===== src/inc/essl_consts.svh =====
// register indices, component numbers, field positions and save-area layout
`ifndef ESSL_CONSTS_SVH
`define ESSL_CONSTS_SVH

// register word indices (byte address = 4 * index)
`define ESSL_R_CTRL    4'h0
`define ESSL_R_UCE     4'h1
`define ESSL_R_SCE     4'h2
`define ESSL_R_BASE    4'h3
`define ESSL_R_REQ     4'h4
`define ESSL_R_CMD     4'h5
`define ESSL_R_STAT    4'h6
`define ESSL_R_PK      4'h7
`define ESSL_R_TLO     4'h8
`define ESSL_R_THI     4'h9

// state component numbers
`define ESSL_C_BND     4'h3
`define ESSL_C_CSR     4'h4
`define ESSL_C_MASK    4'h5
`define ESSL_C_UPPER   4'h6
`define ESSL_C_HIGH    4'h7
`define ESSL_C_TRACE   4'h8
`define ESSL_C_PK      4'h9
`define ESSL_C_LAST    4'h9

// field positions
`define ESSL_CTRL_OSEN 0
`define ESSL_CTRL_M64  1
`define ESSL_TRACE_EN  0
`define ESSL_BND_LO    3
`define ESSL_BND_HI    4
`define ESSL_WIDE_LO   5
`define ESSL_WIDE_HI   7
`define ESSL_TRACE_BIT 8
`define ESSL_PK_BIT    9

// section start, in 8-byte words from the area base
`define ESSL_O_BND     8'h00
`define ESSL_O_CSR     8'h08
`define ESSL_O_MASK    8'h0A
`define ESSL_O_UPPER   8'h12
`define ESSL_O_HIGH    8'h52
`define ESSL_O_TRACE   8'hD2
`define ESSL_O_PK      8'hDD

// section lengths in 8-byte words
`define ESSL_N_BND     8'h08
`define ESSL_N_CSR     8'h02
`define ESSL_N_MASK    8'h08
`define ESSL_N_UPPER   8'h40
`define ESSL_N_UPPER32 8'h20
`define ESSL_N_HIGH    8'h80
`define ESSL_N_TRACE   8'h09
`define ESSL_N_TRSV    8'h0B
`define ESSL_N_PK      8'h01

`define ESSL_PK_BE     8'h0F
`define ESSL_ALL_BE    8'hFF
`define ESSL_SUP_MASK  10'h100
`define ESSL_RST_32    32'h0000_0000
`define ESSL_RST_64    64'h0000_0000_0000_0000

`endif


===== src/inc/essl_pkg.sv =====
// types shared by the save/restore sequencer
package essl_pkg;
  typedef enum logic [2:0] {S_IDLE, S_CHECK, S_NEXT, S_REQ, S_STORE, S_FINISH, S_ABORT} essl_state_t;
  typedef enum logic [1:0] {OP_SAVE, OP_SSAVE, OP_REST, OP_SREST} essl_op_t;
  typedef enum logic [1:0] {F_NONE, F_GP, F_MEM, F_VMX} essl_fault_t;
  typedef struct packed {
    logic        write;
    logic [31:0] addr;
    logic [63:0] wdata;
    logic [7:0]  be;
  } essl_mem_t;
  typedef struct packed {
    logic [3:0]  comp;
    logic [7:0]  idx;
    logic [63:0] wdata;
  } essl_st_t;
endpackage


===== src/hdl/essl_gate.sv =====
// enable gate for one group of state components
`timescale 1ns/100ps
module essl_gate #(
  parameter int LO = 0,
  parameter int HI = 0
) (
  // configuration
  input  wire logic        os_en_i,
  input  wire logic [31:0] mask_i,
  // result
  output logic             en_o
);
  // every bit of the group must be set, a partial group manages nothing
  assign en_o = os_en_i && (&mask_i[HI:LO]);
endmodule


===== src/hdl/essl_core.sv =====
// save/restore sequencer for bounds, wide-vector, trace and protection-key state
// Function
// - components: bounds 3-4, vector 5-7, trace 8, keys 9
// - bound register i at bytes 16i+15:16i
// - user config bytes 7:0, status bytes 15:8
// - bounds need os enable and bits 4:3 set
// - refuse bounds instructions unless bounds enabled
// - mask register i at bytes 8i+7:8i
// - upper halves at bytes 32i+31:32i
// - outside 64-bit mode skip halves 8-15
// - high vector i at 64(i-16)
// - outside 64-bit mode skip high bank
// - vector needs bits 7:5; else refuse instructions
// - nine trace registers in 8-byte slots
// - trace bytes 72 and above are reserved
// - supervisor save writes zero to reserved
// - trace needs os enable and supervisor bit 8
// - clear trace enable after saving control word
// - fault during save restores trace enable
// - restore with trace enabled gives protection fault
// - restore faults precede trace enable change
// - key rights register in bytes 3:0
// - keys need os enable and bit 9
// - restore checks rights held before operation
//
// Added by the designer: the register offsets and the Avalon-MM slave port.
`timescale 1ns/100ps
`include "essl_consts.svh"
module essl_core (
  // clock and reset
  input  wire logic               mclk_i,
  input  wire logic               reset_i,
  // avalon-mm register slave
  input  wire logic [3:0]         avs_address_i,
  input  wire logic               avs_read_i,
  input  wire logic               avs_write_i,
  input  wire logic [31:0]        avs_writedata_i,
  output logic [31:0]             avs_readdata_o,
  output logic                    avs_waitrequest_o,
  // save area memory
  output logic                    mem_valid_o,
  output essl_pkg::essl_mem_t     mem_req_o,
  input  wire logic               mem_ack_i,
  input  wire logic               mem_err_i,
  input  wire logic [63:0]        mem_rdata_i,
  input  wire logic               vm_exit_i,
  // external state registers
  output logic                    st_we_o,
  output essl_pkg::essl_st_t      st_o,
  input  wire logic [63:0]        st_rdata_i,
  // pipeline side
  input  wire logic               bounds_insn_i,
  input  wire logic               wide_insn_i,
  output logic                    bounds_refuse_o,
  output logic                    wide_refuse_o,
  output logic [31:0]             rights_o,
  output logic                    busy_o
);
  logic                   os_en_r;
  logic                   mode64_r;
  logic [31:0]            uce_r;
  logic [31:0]            sce_r;
  logic [31:0]            base_r;
  logic [9:0]             reqmask_r;
  logic [31:0]            protection_key_rights_reg_r;
  logic [31:0]            protection_key_rights_reg_pend_r;
  logic                   protection_key_rights_reg_pend_v;
  logic [31:0]            protection_key_rights_reg_snap_r;
  logic [63:0]            tctl_r;
  logic [63:0]            tctl_pend_r;
  logic                   tctl_pend_v;
  logic                   saved_en_r;
  logic                   trace_clr_r;
  essl_pkg::essl_state_t  st_r;
  essl_pkg::essl_op_t     op_r;
  essl_pkg::essl_fault_t  fault_r;
  logic                   done_r;
  logic [3:0]             comp_r;
  logic [7:0]             idx_r;
  logic [63:0]            rdata_r;
  essl_pkg::essl_mem_t    mreq_r;
  logic                   rsp_r;
  logic [31:0]            rd_nxt;
  logic                   en_bnd;
  logic                   en_wide;
  logic                   en_tr;
  logic                   en_pk;
  logic [9:0]             comp_en;
  logic [9:0]             rfbm;
  logic                   is_save;
  logic                   is_sup;
  logic                   wr_acc;
  logic                   cmd_go;
  logic                   idle;
  logic [7:0]             cnt;
  logic [7:0]             sec;
  logic [7:0]             word;
  logic                   ext;

  essl_gate #(.LO(`ESSL_BND_LO), .HI(`ESSL_BND_HI)) u_bnd (
    .os_en_i (os_en_r),
    .mask_i  (uce_r),
    .en_o    (en_bnd)
  );
  essl_gate #(.LO(`ESSL_WIDE_LO), .HI(`ESSL_WIDE_HI)) u_wide (
    .os_en_i (os_en_r),
    .mask_i  (uce_r),
    .en_o    (en_wide)
  );
  essl_gate #(.LO(`ESSL_TRACE_BIT), .HI(`ESSL_TRACE_BIT)) u_tr (
    .os_en_i (os_en_r),
    .mask_i  (sce_r),
    .en_o    (en_tr)
  );
  essl_gate #(.LO(`ESSL_PK_BIT), .HI(`ESSL_PK_BIT)) u_pk (
    .os_en_i (os_en_r),
    .mask_i  (uce_r),
    .en_o    (en_pk)
  );

  assign comp_en = {en_pk, en_tr, {3{en_wide}}, {2{en_bnd}}, 3'h0};
  assign is_save = (op_r == essl_pkg::OP_SAVE) || (op_r == essl_pkg::OP_SSAVE);
  assign is_sup  = (op_r == essl_pkg::OP_SSAVE) || (op_r == essl_pkg::OP_SREST);
  // user operations never reach the supervisor trace group
  assign rfbm    = reqmask_r & comp_en & (is_sup ? 10'h3FF : ~`ESSL_SUP_MASK);
  assign idle    = (st_r == essl_pkg::S_IDLE);
  assign busy_o  = !idle;
  assign bounds_refuse_o = bounds_insn_i && !en_bnd;
  assign wide_refuse_o   = wide_insn_i && !en_wide;
  assign rights_o = idle ? protection_key_rights_reg_r : protection_key_rights_reg_snap_r;

  // section length and start for the component under walk
  always_comb begin
    cnt = 8'h00;
    sec = 8'h00;
    case (comp_r)
      `ESSL_C_BND: begin
        cnt = `ESSL_N_BND;
        sec = `ESSL_O_BND;
      end
      `ESSL_C_CSR: begin
        cnt = `ESSL_N_CSR;
        sec = `ESSL_O_CSR;
      end
      `ESSL_C_MASK: begin
        cnt = `ESSL_N_MASK;
        sec = `ESSL_O_MASK;
      end
      `ESSL_C_UPPER: begin
        cnt = mode64_r ? `ESSL_N_UPPER : `ESSL_N_UPPER32;
        sec = `ESSL_O_UPPER;
      end
      `ESSL_C_HIGH: begin
        cnt = mode64_r ? `ESSL_N_HIGH : 8'h00;
        sec = `ESSL_O_HIGH;
      end
      `ESSL_C_TRACE: begin
        cnt = is_save ? `ESSL_N_TRSV : `ESSL_N_TRACE;
        sec = `ESSL_O_TRACE;
      end
      `ESSL_C_PK: begin
        cnt = `ESSL_N_PK;
        sec = `ESSL_O_PK;
      end
      default: begin
        cnt = 8'h00;
        sec = 8'h00;
      end
    endcase
  end

  assign word = 8'(sec + idx_r);
  // trace control and key rights live here, everything else outside
  assign ext  = !((comp_r == `ESSL_C_TRACE) && (idx_r == 8'h00)) && (comp_r != `ESSL_C_PK);

  // avalon slave: one wait state on every access
  assign avs_waitrequest_o = (avs_read_i || avs_write_i) && !rsp_r;
  assign wr_acc = avs_write_i && rsp_r;
  assign cmd_go = wr_acc && (avs_address_i == `ESSL_R_CMD) && idle;

  always_ff @(posedge mclk_i) begin
    if (reset_i) begin
      rsp_r <= 1'b0;
    end else begin
      rsp_r <= (avs_read_i || avs_write_i) && !rsp_r;
    end
  end

  always_comb begin
    rd_nxt = 32'h0000_0000;
    case (avs_address_i)
      `ESSL_R_CTRL: rd_nxt = {30'h0, mode64_r, os_en_r};
      `ESSL_R_UCE:  rd_nxt = uce_r;
      `ESSL_R_SCE:  rd_nxt = sce_r;
      `ESSL_R_BASE: rd_nxt = base_r;
      `ESSL_R_REQ:  rd_nxt = {22'h0, reqmask_r};
      `ESSL_R_STAT: rd_nxt = {28'h0, fault_r, done_r, busy_o};
      `ESSL_R_PK:   rd_nxt = protection_key_rights_reg_r;
      `ESSL_R_TLO:  rd_nxt = tctl_r[31:0];
      `ESSL_R_THI:  rd_nxt = tctl_r[63:32];
      default:      rd_nxt = 32'h0000_0000;
    endcase
  end

  always_ff @(posedge mclk_i) begin
    if (reset_i) begin
      avs_readdata_o <= `ESSL_RST_32;
    end else if (avs_read_i && !rsp_r) begin
      avs_readdata_o <= rd_nxt;
    end
  end

  // configuration is frozen while an operation walks the area
  always_ff @(posedge mclk_i) begin
    if (reset_i) begin
      os_en_r   <= 1'b0;
      mode64_r  <= 1'b0;
      uce_r     <= `ESSL_RST_32;
      sce_r     <= `ESSL_RST_32;
      base_r    <= `ESSL_RST_32;
      reqmask_r <= 10'h000;
    end else if (wr_acc && idle) begin
      case (avs_address_i)
        `ESSL_R_CTRL: begin
          os_en_r  <= avs_writedata_i[`ESSL_CTRL_OSEN];
          mode64_r <= avs_writedata_i[`ESSL_CTRL_M64];
        end
        `ESSL_R_UCE:  uce_r <= avs_writedata_i;
        `ESSL_R_SCE:  sce_r <= avs_writedata_i;
        `ESSL_R_BASE: base_r <= avs_writedata_i;
        `ESSL_R_REQ:  reqmask_r <= avs_writedata_i[9:0];
        default: ;
      endcase
    end
  end

  // sequencer
  always_ff @(posedge mclk_i) begin
    if (reset_i) begin
      st_r    <= essl_pkg::S_IDLE;
      op_r    <= essl_pkg::OP_SAVE;
      fault_r <= essl_pkg::F_NONE;
      done_r  <= 1'b0;
      comp_r  <= `ESSL_C_BND;
      idx_r   <= 8'h00;
      rdata_r <= `ESSL_RST_64;
    end else begin
      unique case (st_r)
        essl_pkg::S_IDLE: if (cmd_go) begin
          op_r    <= essl_pkg::essl_op_t'(avs_writedata_i[1:0]);
          fault_r <= essl_pkg::F_NONE;
          done_r  <= 1'b0;
          comp_r  <= `ESSL_C_BND;
          idx_r   <= 8'h00;
          st_r    <= essl_pkg::S_CHECK;
        end
        essl_pkg::S_CHECK: begin
          if (op_r == essl_pkg::OP_SREST && rfbm[`ESSL_TRACE_BIT] && tctl_r[`ESSL_TRACE_EN]) begin
            fault_r <= essl_pkg::F_GP;
            st_r    <= essl_pkg::S_ABORT;
          end else begin
            st_r <= essl_pkg::S_NEXT;
          end
        end
        essl_pkg::S_NEXT: begin
          if (comp_r > `ESSL_C_LAST) begin
            st_r <= essl_pkg::S_FINISH;
          end else if (rfbm[comp_r] && idx_r < cnt) begin
            st_r <= essl_pkg::S_REQ;
          end else begin
            comp_r <= comp_r + 4'h1;
            idx_r  <= 8'h00;
          end
        end
        essl_pkg::S_REQ: begin
          if (vm_exit_i) begin
            fault_r <= essl_pkg::F_VMX;
            st_r    <= essl_pkg::S_ABORT;
          end else if (mem_ack_i && mem_err_i) begin
            fault_r <= essl_pkg::F_MEM;
            st_r    <= essl_pkg::S_ABORT;
          end else if (mem_ack_i) begin
            rdata_r <= mem_rdata_i;
            st_r    <= essl_pkg::S_STORE;
          end
        end
        essl_pkg::S_STORE: begin
          idx_r <= idx_r + 8'h01;
          st_r  <= essl_pkg::S_NEXT;
        end
        essl_pkg::S_FINISH, essl_pkg::S_ABORT: begin
          done_r <= 1'b1;
          st_r   <= essl_pkg::S_IDLE;
        end
      endcase
    end
  end

  // memory request, latched while the word is chosen
  always_ff @(posedge mclk_i) begin
    if (reset_i) begin
      mreq_r <= '0;
    end else if (st_r == essl_pkg::S_NEXT) begin
      mreq_r.write <= is_save;
      mreq_r.addr  <= base_r + {21'h0, word, 3'h0};
      mreq_r.be    <= (comp_r == `ESSL_C_PK) ? `ESSL_PK_BE : `ESSL_ALL_BE;
      if (comp_r == `ESSL_C_PK) begin
        mreq_r.wdata <= {32'h0, protection_key_rights_reg_r};
      end else if (comp_r == `ESSL_C_TRACE && idx_r == 8'h00) begin
        mreq_r.wdata <= tctl_r;
      end else if (comp_r == `ESSL_C_TRACE && idx_r >= `ESSL_N_TRACE) begin
        mreq_r.wdata <= `ESSL_RST_64;
      end else begin
        mreq_r.wdata <= st_rdata_i;
      end
    end
  end

  assign mem_valid_o = (st_r == essl_pkg::S_REQ);
  assign mem_req_o   = mreq_r;
  // restored words reach outside registers only after the memory answered
  assign st_we_o     = (st_r == essl_pkg::S_STORE) && !is_save && ext;
  assign st_o        = '{comp: comp_r, idx: idx_r, wdata: rdata_r};

  // trace control word
  always_ff @(posedge mclk_i) begin
    if (reset_i) begin
      tctl_r      <= `ESSL_RST_64;
      tctl_pend_r <= `ESSL_RST_64;
      tctl_pend_v <= 1'b0;
      saved_en_r  <= 1'b0;
      trace_clr_r <= 1'b0;
    end else begin
      if (cmd_go) begin
        tctl_pend_v <= 1'b0;
        trace_clr_r <= 1'b0;
      end else if (wr_acc && idle && avs_address_i == `ESSL_R_TLO) begin
        tctl_r[31:0] <= avs_writedata_i;
      end else if (wr_acc && idle && avs_address_i == `ESSL_R_THI) begin
        tctl_r[63:32] <= avs_writedata_i;
      end
      if (st_r == essl_pkg::S_STORE && comp_r == `ESSL_C_TRACE && idx_r == 8'h00) begin
        if (op_r == essl_pkg::OP_SSAVE) begin
          saved_en_r             <= tctl_r[`ESSL_TRACE_EN];
          trace_clr_r            <= 1'b1;
          tctl_r[`ESSL_TRACE_EN] <= 1'b0;
        end else if (!is_save) begin
          tctl_pend_r <= rdata_r;
          tctl_pend_v <= 1'b1;
        end
      end
      if (st_r == essl_pkg::S_ABORT && op_r == essl_pkg::OP_SSAVE && trace_clr_r) begin
        tctl_r[`ESSL_TRACE_EN] <= saved_en_r;
      end
      if (st_r == essl_pkg::S_FINISH && tctl_pend_v) begin
        tctl_r <= tctl_pend_r;
      end
    end
  end

  // key rights: the loaded value takes over only at the end of the restore
  always_ff @(posedge mclk_i) begin
    if (reset_i) begin
      protection_key_rights_reg_r      <= `ESSL_RST_32;
      protection_key_rights_reg_pend_r <= `ESSL_RST_32;
      protection_key_rights_reg_pend_v <= 1'b0;
      protection_key_rights_reg_snap_r <= `ESSL_RST_32;
    end else begin
      if (cmd_go) begin
        protection_key_rights_reg_snap_r <= protection_key_rights_reg_r;
        protection_key_rights_reg_pend_v <= 1'b0;
      end else if (wr_acc && idle && avs_address_i == `ESSL_R_PK) begin
        protection_key_rights_reg_r <= avs_writedata_i;
      end
      if (st_r == essl_pkg::S_STORE && comp_r == `ESSL_C_PK && !is_save) begin
        protection_key_rights_reg_pend_r <= rdata_r[31:0];
        protection_key_rights_reg_pend_v <= 1'b1;
      end
      if (st_r == essl_pkg::S_FINISH && protection_key_rights_reg_pend_v) begin
        protection_key_rights_reg_r <= protection_key_rights_reg_pend_r;
      end
    end
  end
endmodule


===== config.mk =====
export PLATFORM = sky130hd
export DESIGN_NAME = essl_core
export DESIGN_NICKNAME = d
export VERILOG_FILES = /design/src/inc/essl_pkg.sv /design/src/hdl/essl_gate.sv /design/src/hdl/essl_core.sv
export VERILOG_INCLUDE_DIRS = /design/src /design/src/inc
export SDC_FILE = /design/constraint.sdc
export NUM_CORES = 1
export LEC_CHECK = 0
export ABC_CLOCK_PERIOD_IN_PS = 8920
export BUFFER_PORTS_ARGS = -buffer_cell sky130_fd_sc_hd__buf_4
export CELL_PAD_IN_SITES_DETAIL_PLACEMENT = 2
export CELL_PAD_IN_SITES_GLOBAL_PLACEMENT = 2
export CORE_MARGIN = 10
export CORE_UTILIZATION = 34
export DETAILED_ROUTE_END_ITERATION = 8
export PLACE_DENSITY_LB_ADDON = 0.2
export SYNTH_ARGS = -nofsm -noshare
export SYNTH_HDL_FRONTEND = slang
export SYNTH_HIERARCHICAL = 1
export SYNTH_SLANG_ARGS = --single-unit

===== constraint.sdc =====
create_clock -name mclk_i -period 8.92 [get_ports mclk_i]
set_clock_uncertainty 0.15 [all_clocks]
set_input_delay 1.784 -clock mclk_i [delete_from_list [all_inputs] [get_ports mclk_i]]
set_output_delay 1.784 -clock mclk_i [all_outputs]
set_load 0.01 [all_outputs]

==> impl_metrics.toml <==
[logic_synthesis]
syn_nets = 3264
synth_area_leaders = "dfxtp_1 47%, nand2_1 14%, a21oi_1 8.9%"
avgSynthCellArea_um2 = 7.69
syn-cell-area_um2 = 23500
synth_edf_count = 0
netlist_instances = 3063
synth_cell_types = 71
ys_warn_count = 6
synth-seq-cells = 552
synth_ff_type = "dfxtp_1"
synth.top_cell.area_share_pct = 46.9
ys_seq_area_share_pct = 46.9
synth_area_leader_cell = "dfxtp_1"
postSynth.asyncResetShare_pct = 0

[global_route]
grtUsageMet3_pct = 4.36
grt_overflow = 0
grt_pass1_vias = 26200
grt_pass1_wl_um = 178000
antenna_found_initial = 2
grt.busiest_layer = "met2"
met1_usage_pct = 39.4
gr-usage-met2_pct = 46.5
grtUsageTotal_pct = 28.8
grt_start_max_net_pins = 183

[final_layout]
post-route-util_pct = 42.9
layout.nets = 3534
layout-drive-gt1-share_pct = 17.5
area_growth_pct = 24.9
mostFrequentLayoutCells = "880 x nand2_1, 552 x dfxtp_1, 456 x buf_4, 417 x a21oi_1, 257 x nor2_1"
mostFrequentLayoutCell = "nand2_1"

[detailed_routing]
drt-total-wl_um = 121000
via_per_inst = 5.85
wl_per_cell_um = 28.1
dr_total_vias = 25200
antenna_left = 0
drtIter0Drc = 2331
drt_pass1_iterations = 5
route.detailed.drc = 0

[sta]
finalHoldViolCount = 0
drv_slew = 0
period_share_pct = 58.0
tightestPinTransition_ns = 1.20
setup_violations = 0
tns_ns = 0
min_period_ns = 5.17
slew_headroom_pct = 20.3
fmax_mhz = 193
rsz0062_at_grt = "no"

[hold_path]
worst_hold_path_type = "reg2reg"
min_to = "sce_r[18]$_SDFFE_PP0P_"
min_path_cells = 2
hp-start = "sce_r[18]$_SDFFE_PP0P_"

[setup_path]
rrSetupSlack_ns = 3.75
cp_max_fo = 11
critPathRequiredTime_ns = 9.26
cp_cell_sequence = "inv_1 -> ha_1 -> nor3_1 -> o21ai_0 -> ha_1 -> a21o_1 -> maj3_1 -> a21o_1 -> a21o_1 -> a31oi_1 -> xnor2_1 -> ha_1 -> o21ai_0 -> nand2b_1 -> nand4_2 -> or3_1 -> a311oi_1"
path_class = "reg2reg"
crit_arrival_ns = 5.51
slowest_stage = "dfxtp_1"
cp-end-kind = "flip-flop"
r2r_end = "mem_req_o[97]$_SDFFE_PP0P_"
r2r_start = "comp_r[0]$_SDFFE_PP1P_"
reg2reg_depth = 17
critPathMaxStageDelay_ns = 0.50
startpoint_type = "flip-flop"

[clocking]
ctsResizeCount = 0
cts_tree = "built"
cts_buffers = 67
cts_num_sinks = 552
cts.clk_slew.worst_paths_ns = 0.06
htreeDepth = 3
postCtsSetupBuffers = 0
cts_max_path_buffers = 3
clk_root_buffer_cell = "clkbuf_16"
cts_hold_buf = 0
insertion_delay_ns = 0.60

[power]
power.density_nw_per_um2 = 203
ir_drop_v = 0.000102
p_leak_nw = 10.8

[placement]
io_buffers = 423
place_congestion = 0.918
hpwl_um = 86800

[floorplan]
die_y_um = 283
row_count = 96
dieArea_um2 = 80200
die_w_um = 283
core_area_um2 = 68600
boundaryPins = 424
initial_core_util_pct = 34.3

[job]
drv_cap = 0

[run_status]
status = "finished clean"
==> cell type report <==
class                   instances  area [µm²]
repair buffers                458        3460
inverters                      17        63.8
fillers                      7687       39200
flip-flops and latches        552       11100
clock inverters                20         244
well taps                     931        1160
clock buffers                  94        1920
diodes                          3        7.51
multi-input cells            2237       11500
==> layer usage <==
layer	up-vias	share of wire, %
met4	0	2.4
li1	11200	-
met3	169	6.6
met2	952	46
met1	13000	45
met5	-	0
==> cells in the mapped netlist (all sizes together), types with 5 or more instances <==
cell,n
nand2,884
dfxtp,552
a21oi,417
nor2,262
clkbuf,217
a22oi,132
a311oi,85
nand3,67
nor3,46
buf,40
a221oi,35
a31oi,34
o21ai,28
ha,26
o22ai,26
a211oi,21
inv,17
xnor2,17
xor2,14
nor4,12
and2,11
nand4,11
nor2b,11
and3,10
nand2b,10
or3,10
a21o,9
a222oi,8
mux2i,6
nand3b,5
==> logic make-up (layout without fill, tap and decap cells) <==
kind of cell	after synthesis	in the layout	share of synthesized area [%]
simple gates	1348	1348	23.3
other cells	0	3	0
fa+ha+maj	30	30	1.64
buf+inv	274	589	4.67
flops	552	552	46.9
xor+xnor	31	31	1.15
mux	9	9	0.399
compound gates	819	819	21.9
==> worst max-delay path by stage <==
stage	depth (start not counted)	start	end	slack, ns
2_1_floorplan	17	comp_r[0]$_SDFFE_PP1P_	mem_req_o[100]$_SDFFE_PP0P_	4.71
3_3_place_gp	17	comp_r[0]$_SDFFE_PP1P_	mem_req_o[101]$_SDFFE_PP0P_	4.17
3_5_place_dp	18	comp_r[1]$_SDFFE_PP1P_	mem_req_o[97]$_SDFFE_PP0P_	3.79
4_1_cts	18	comp_r[1]$_SDFFE_PP1P_	mem_req_o[97]$_SDFFE_PP0P_	3.74
5_1_grt	18	comp_r[1]$_SDFFE_PP1P_	mem_req_o[103]$_SDFFE_PP0P_	3.41
6_report	17	comp_r[0]$_SDFFE_PP1P_	mem_req_o[97]$_SDFFE_PP0P_	3.75
==> worst max-delay path, delay by kind of cell, from the launching register on <==
| family | cells | cell delay, ns |
|---|---|---|
| adder cells (fa/ha/maj) | 4 | 1.42 |
| flip-flops | 1 | 0.50 |
| AND/OR/NAND/NOR | 4 | 1.31 |
| XOR/XNOR | 1 | 0.10 |
| AO/OA/AOI/OAI | 7 | 1.41 |
| buffers and inverters | 1 | 0.19 |
==> metrics by stage <==
stage / instances / power (mW) / hold slack (ns) / setup slack [ns] / instance area, µm²
2_1_floorplan: 3063 / 2.93 / 0.282 / 4.71 / 23500
3_3_place_gp: 4195 / 3.24 / 0.291 / 4.17 / 27200
3_5_place_dp: 4195 / 3.26 / 0.300 / 3.79 / 27200
4_1_cts: 4309 / 6.01 / 0.309 / 3.74 / 29400
5_1_grt: 4312 / 6.17 / 0.326 / 3.41 / 29400
6_report: 4312 / 5.97 / 0.306 / 3.75 / 29400
==> flip-flops by register name, summed over array words and instances, names as in the netlist, 2 cells and up <==
| register | count |
|---|---|
| op_r | 2 |
| protection_key_rights_reg_r | 32 |
| reqmask_r | 10 |
| protection_key_rights_reg_snap_r | 32 |
| rdata_r | 64 |
| comp_r | 4 |
| sce_r | 32 |
| tctl_pend_r | 64 |
| avs_readdata_o | 32 |
| idx_r | 8 |
| tctl_r | 64 |
| st_r | 3 |
| base_r | 32 |
| uce_r | 32 |
| protection_key_rights_reg_pend_r | 32 |
| mem_req_o | 99 |
| fault_r | 2 |
==> power breakdown <==
| part | switching (mW) | internal [mW] |
|---|---|---|
| Sequential | 0.0664 | 2.53 |
| Combinational | 0.395 | 0.227 |
| Clock | 1.11 | 1.64 |
| Total | 1.57 | 4.40 |
Power figures use the tool's default switching activity.
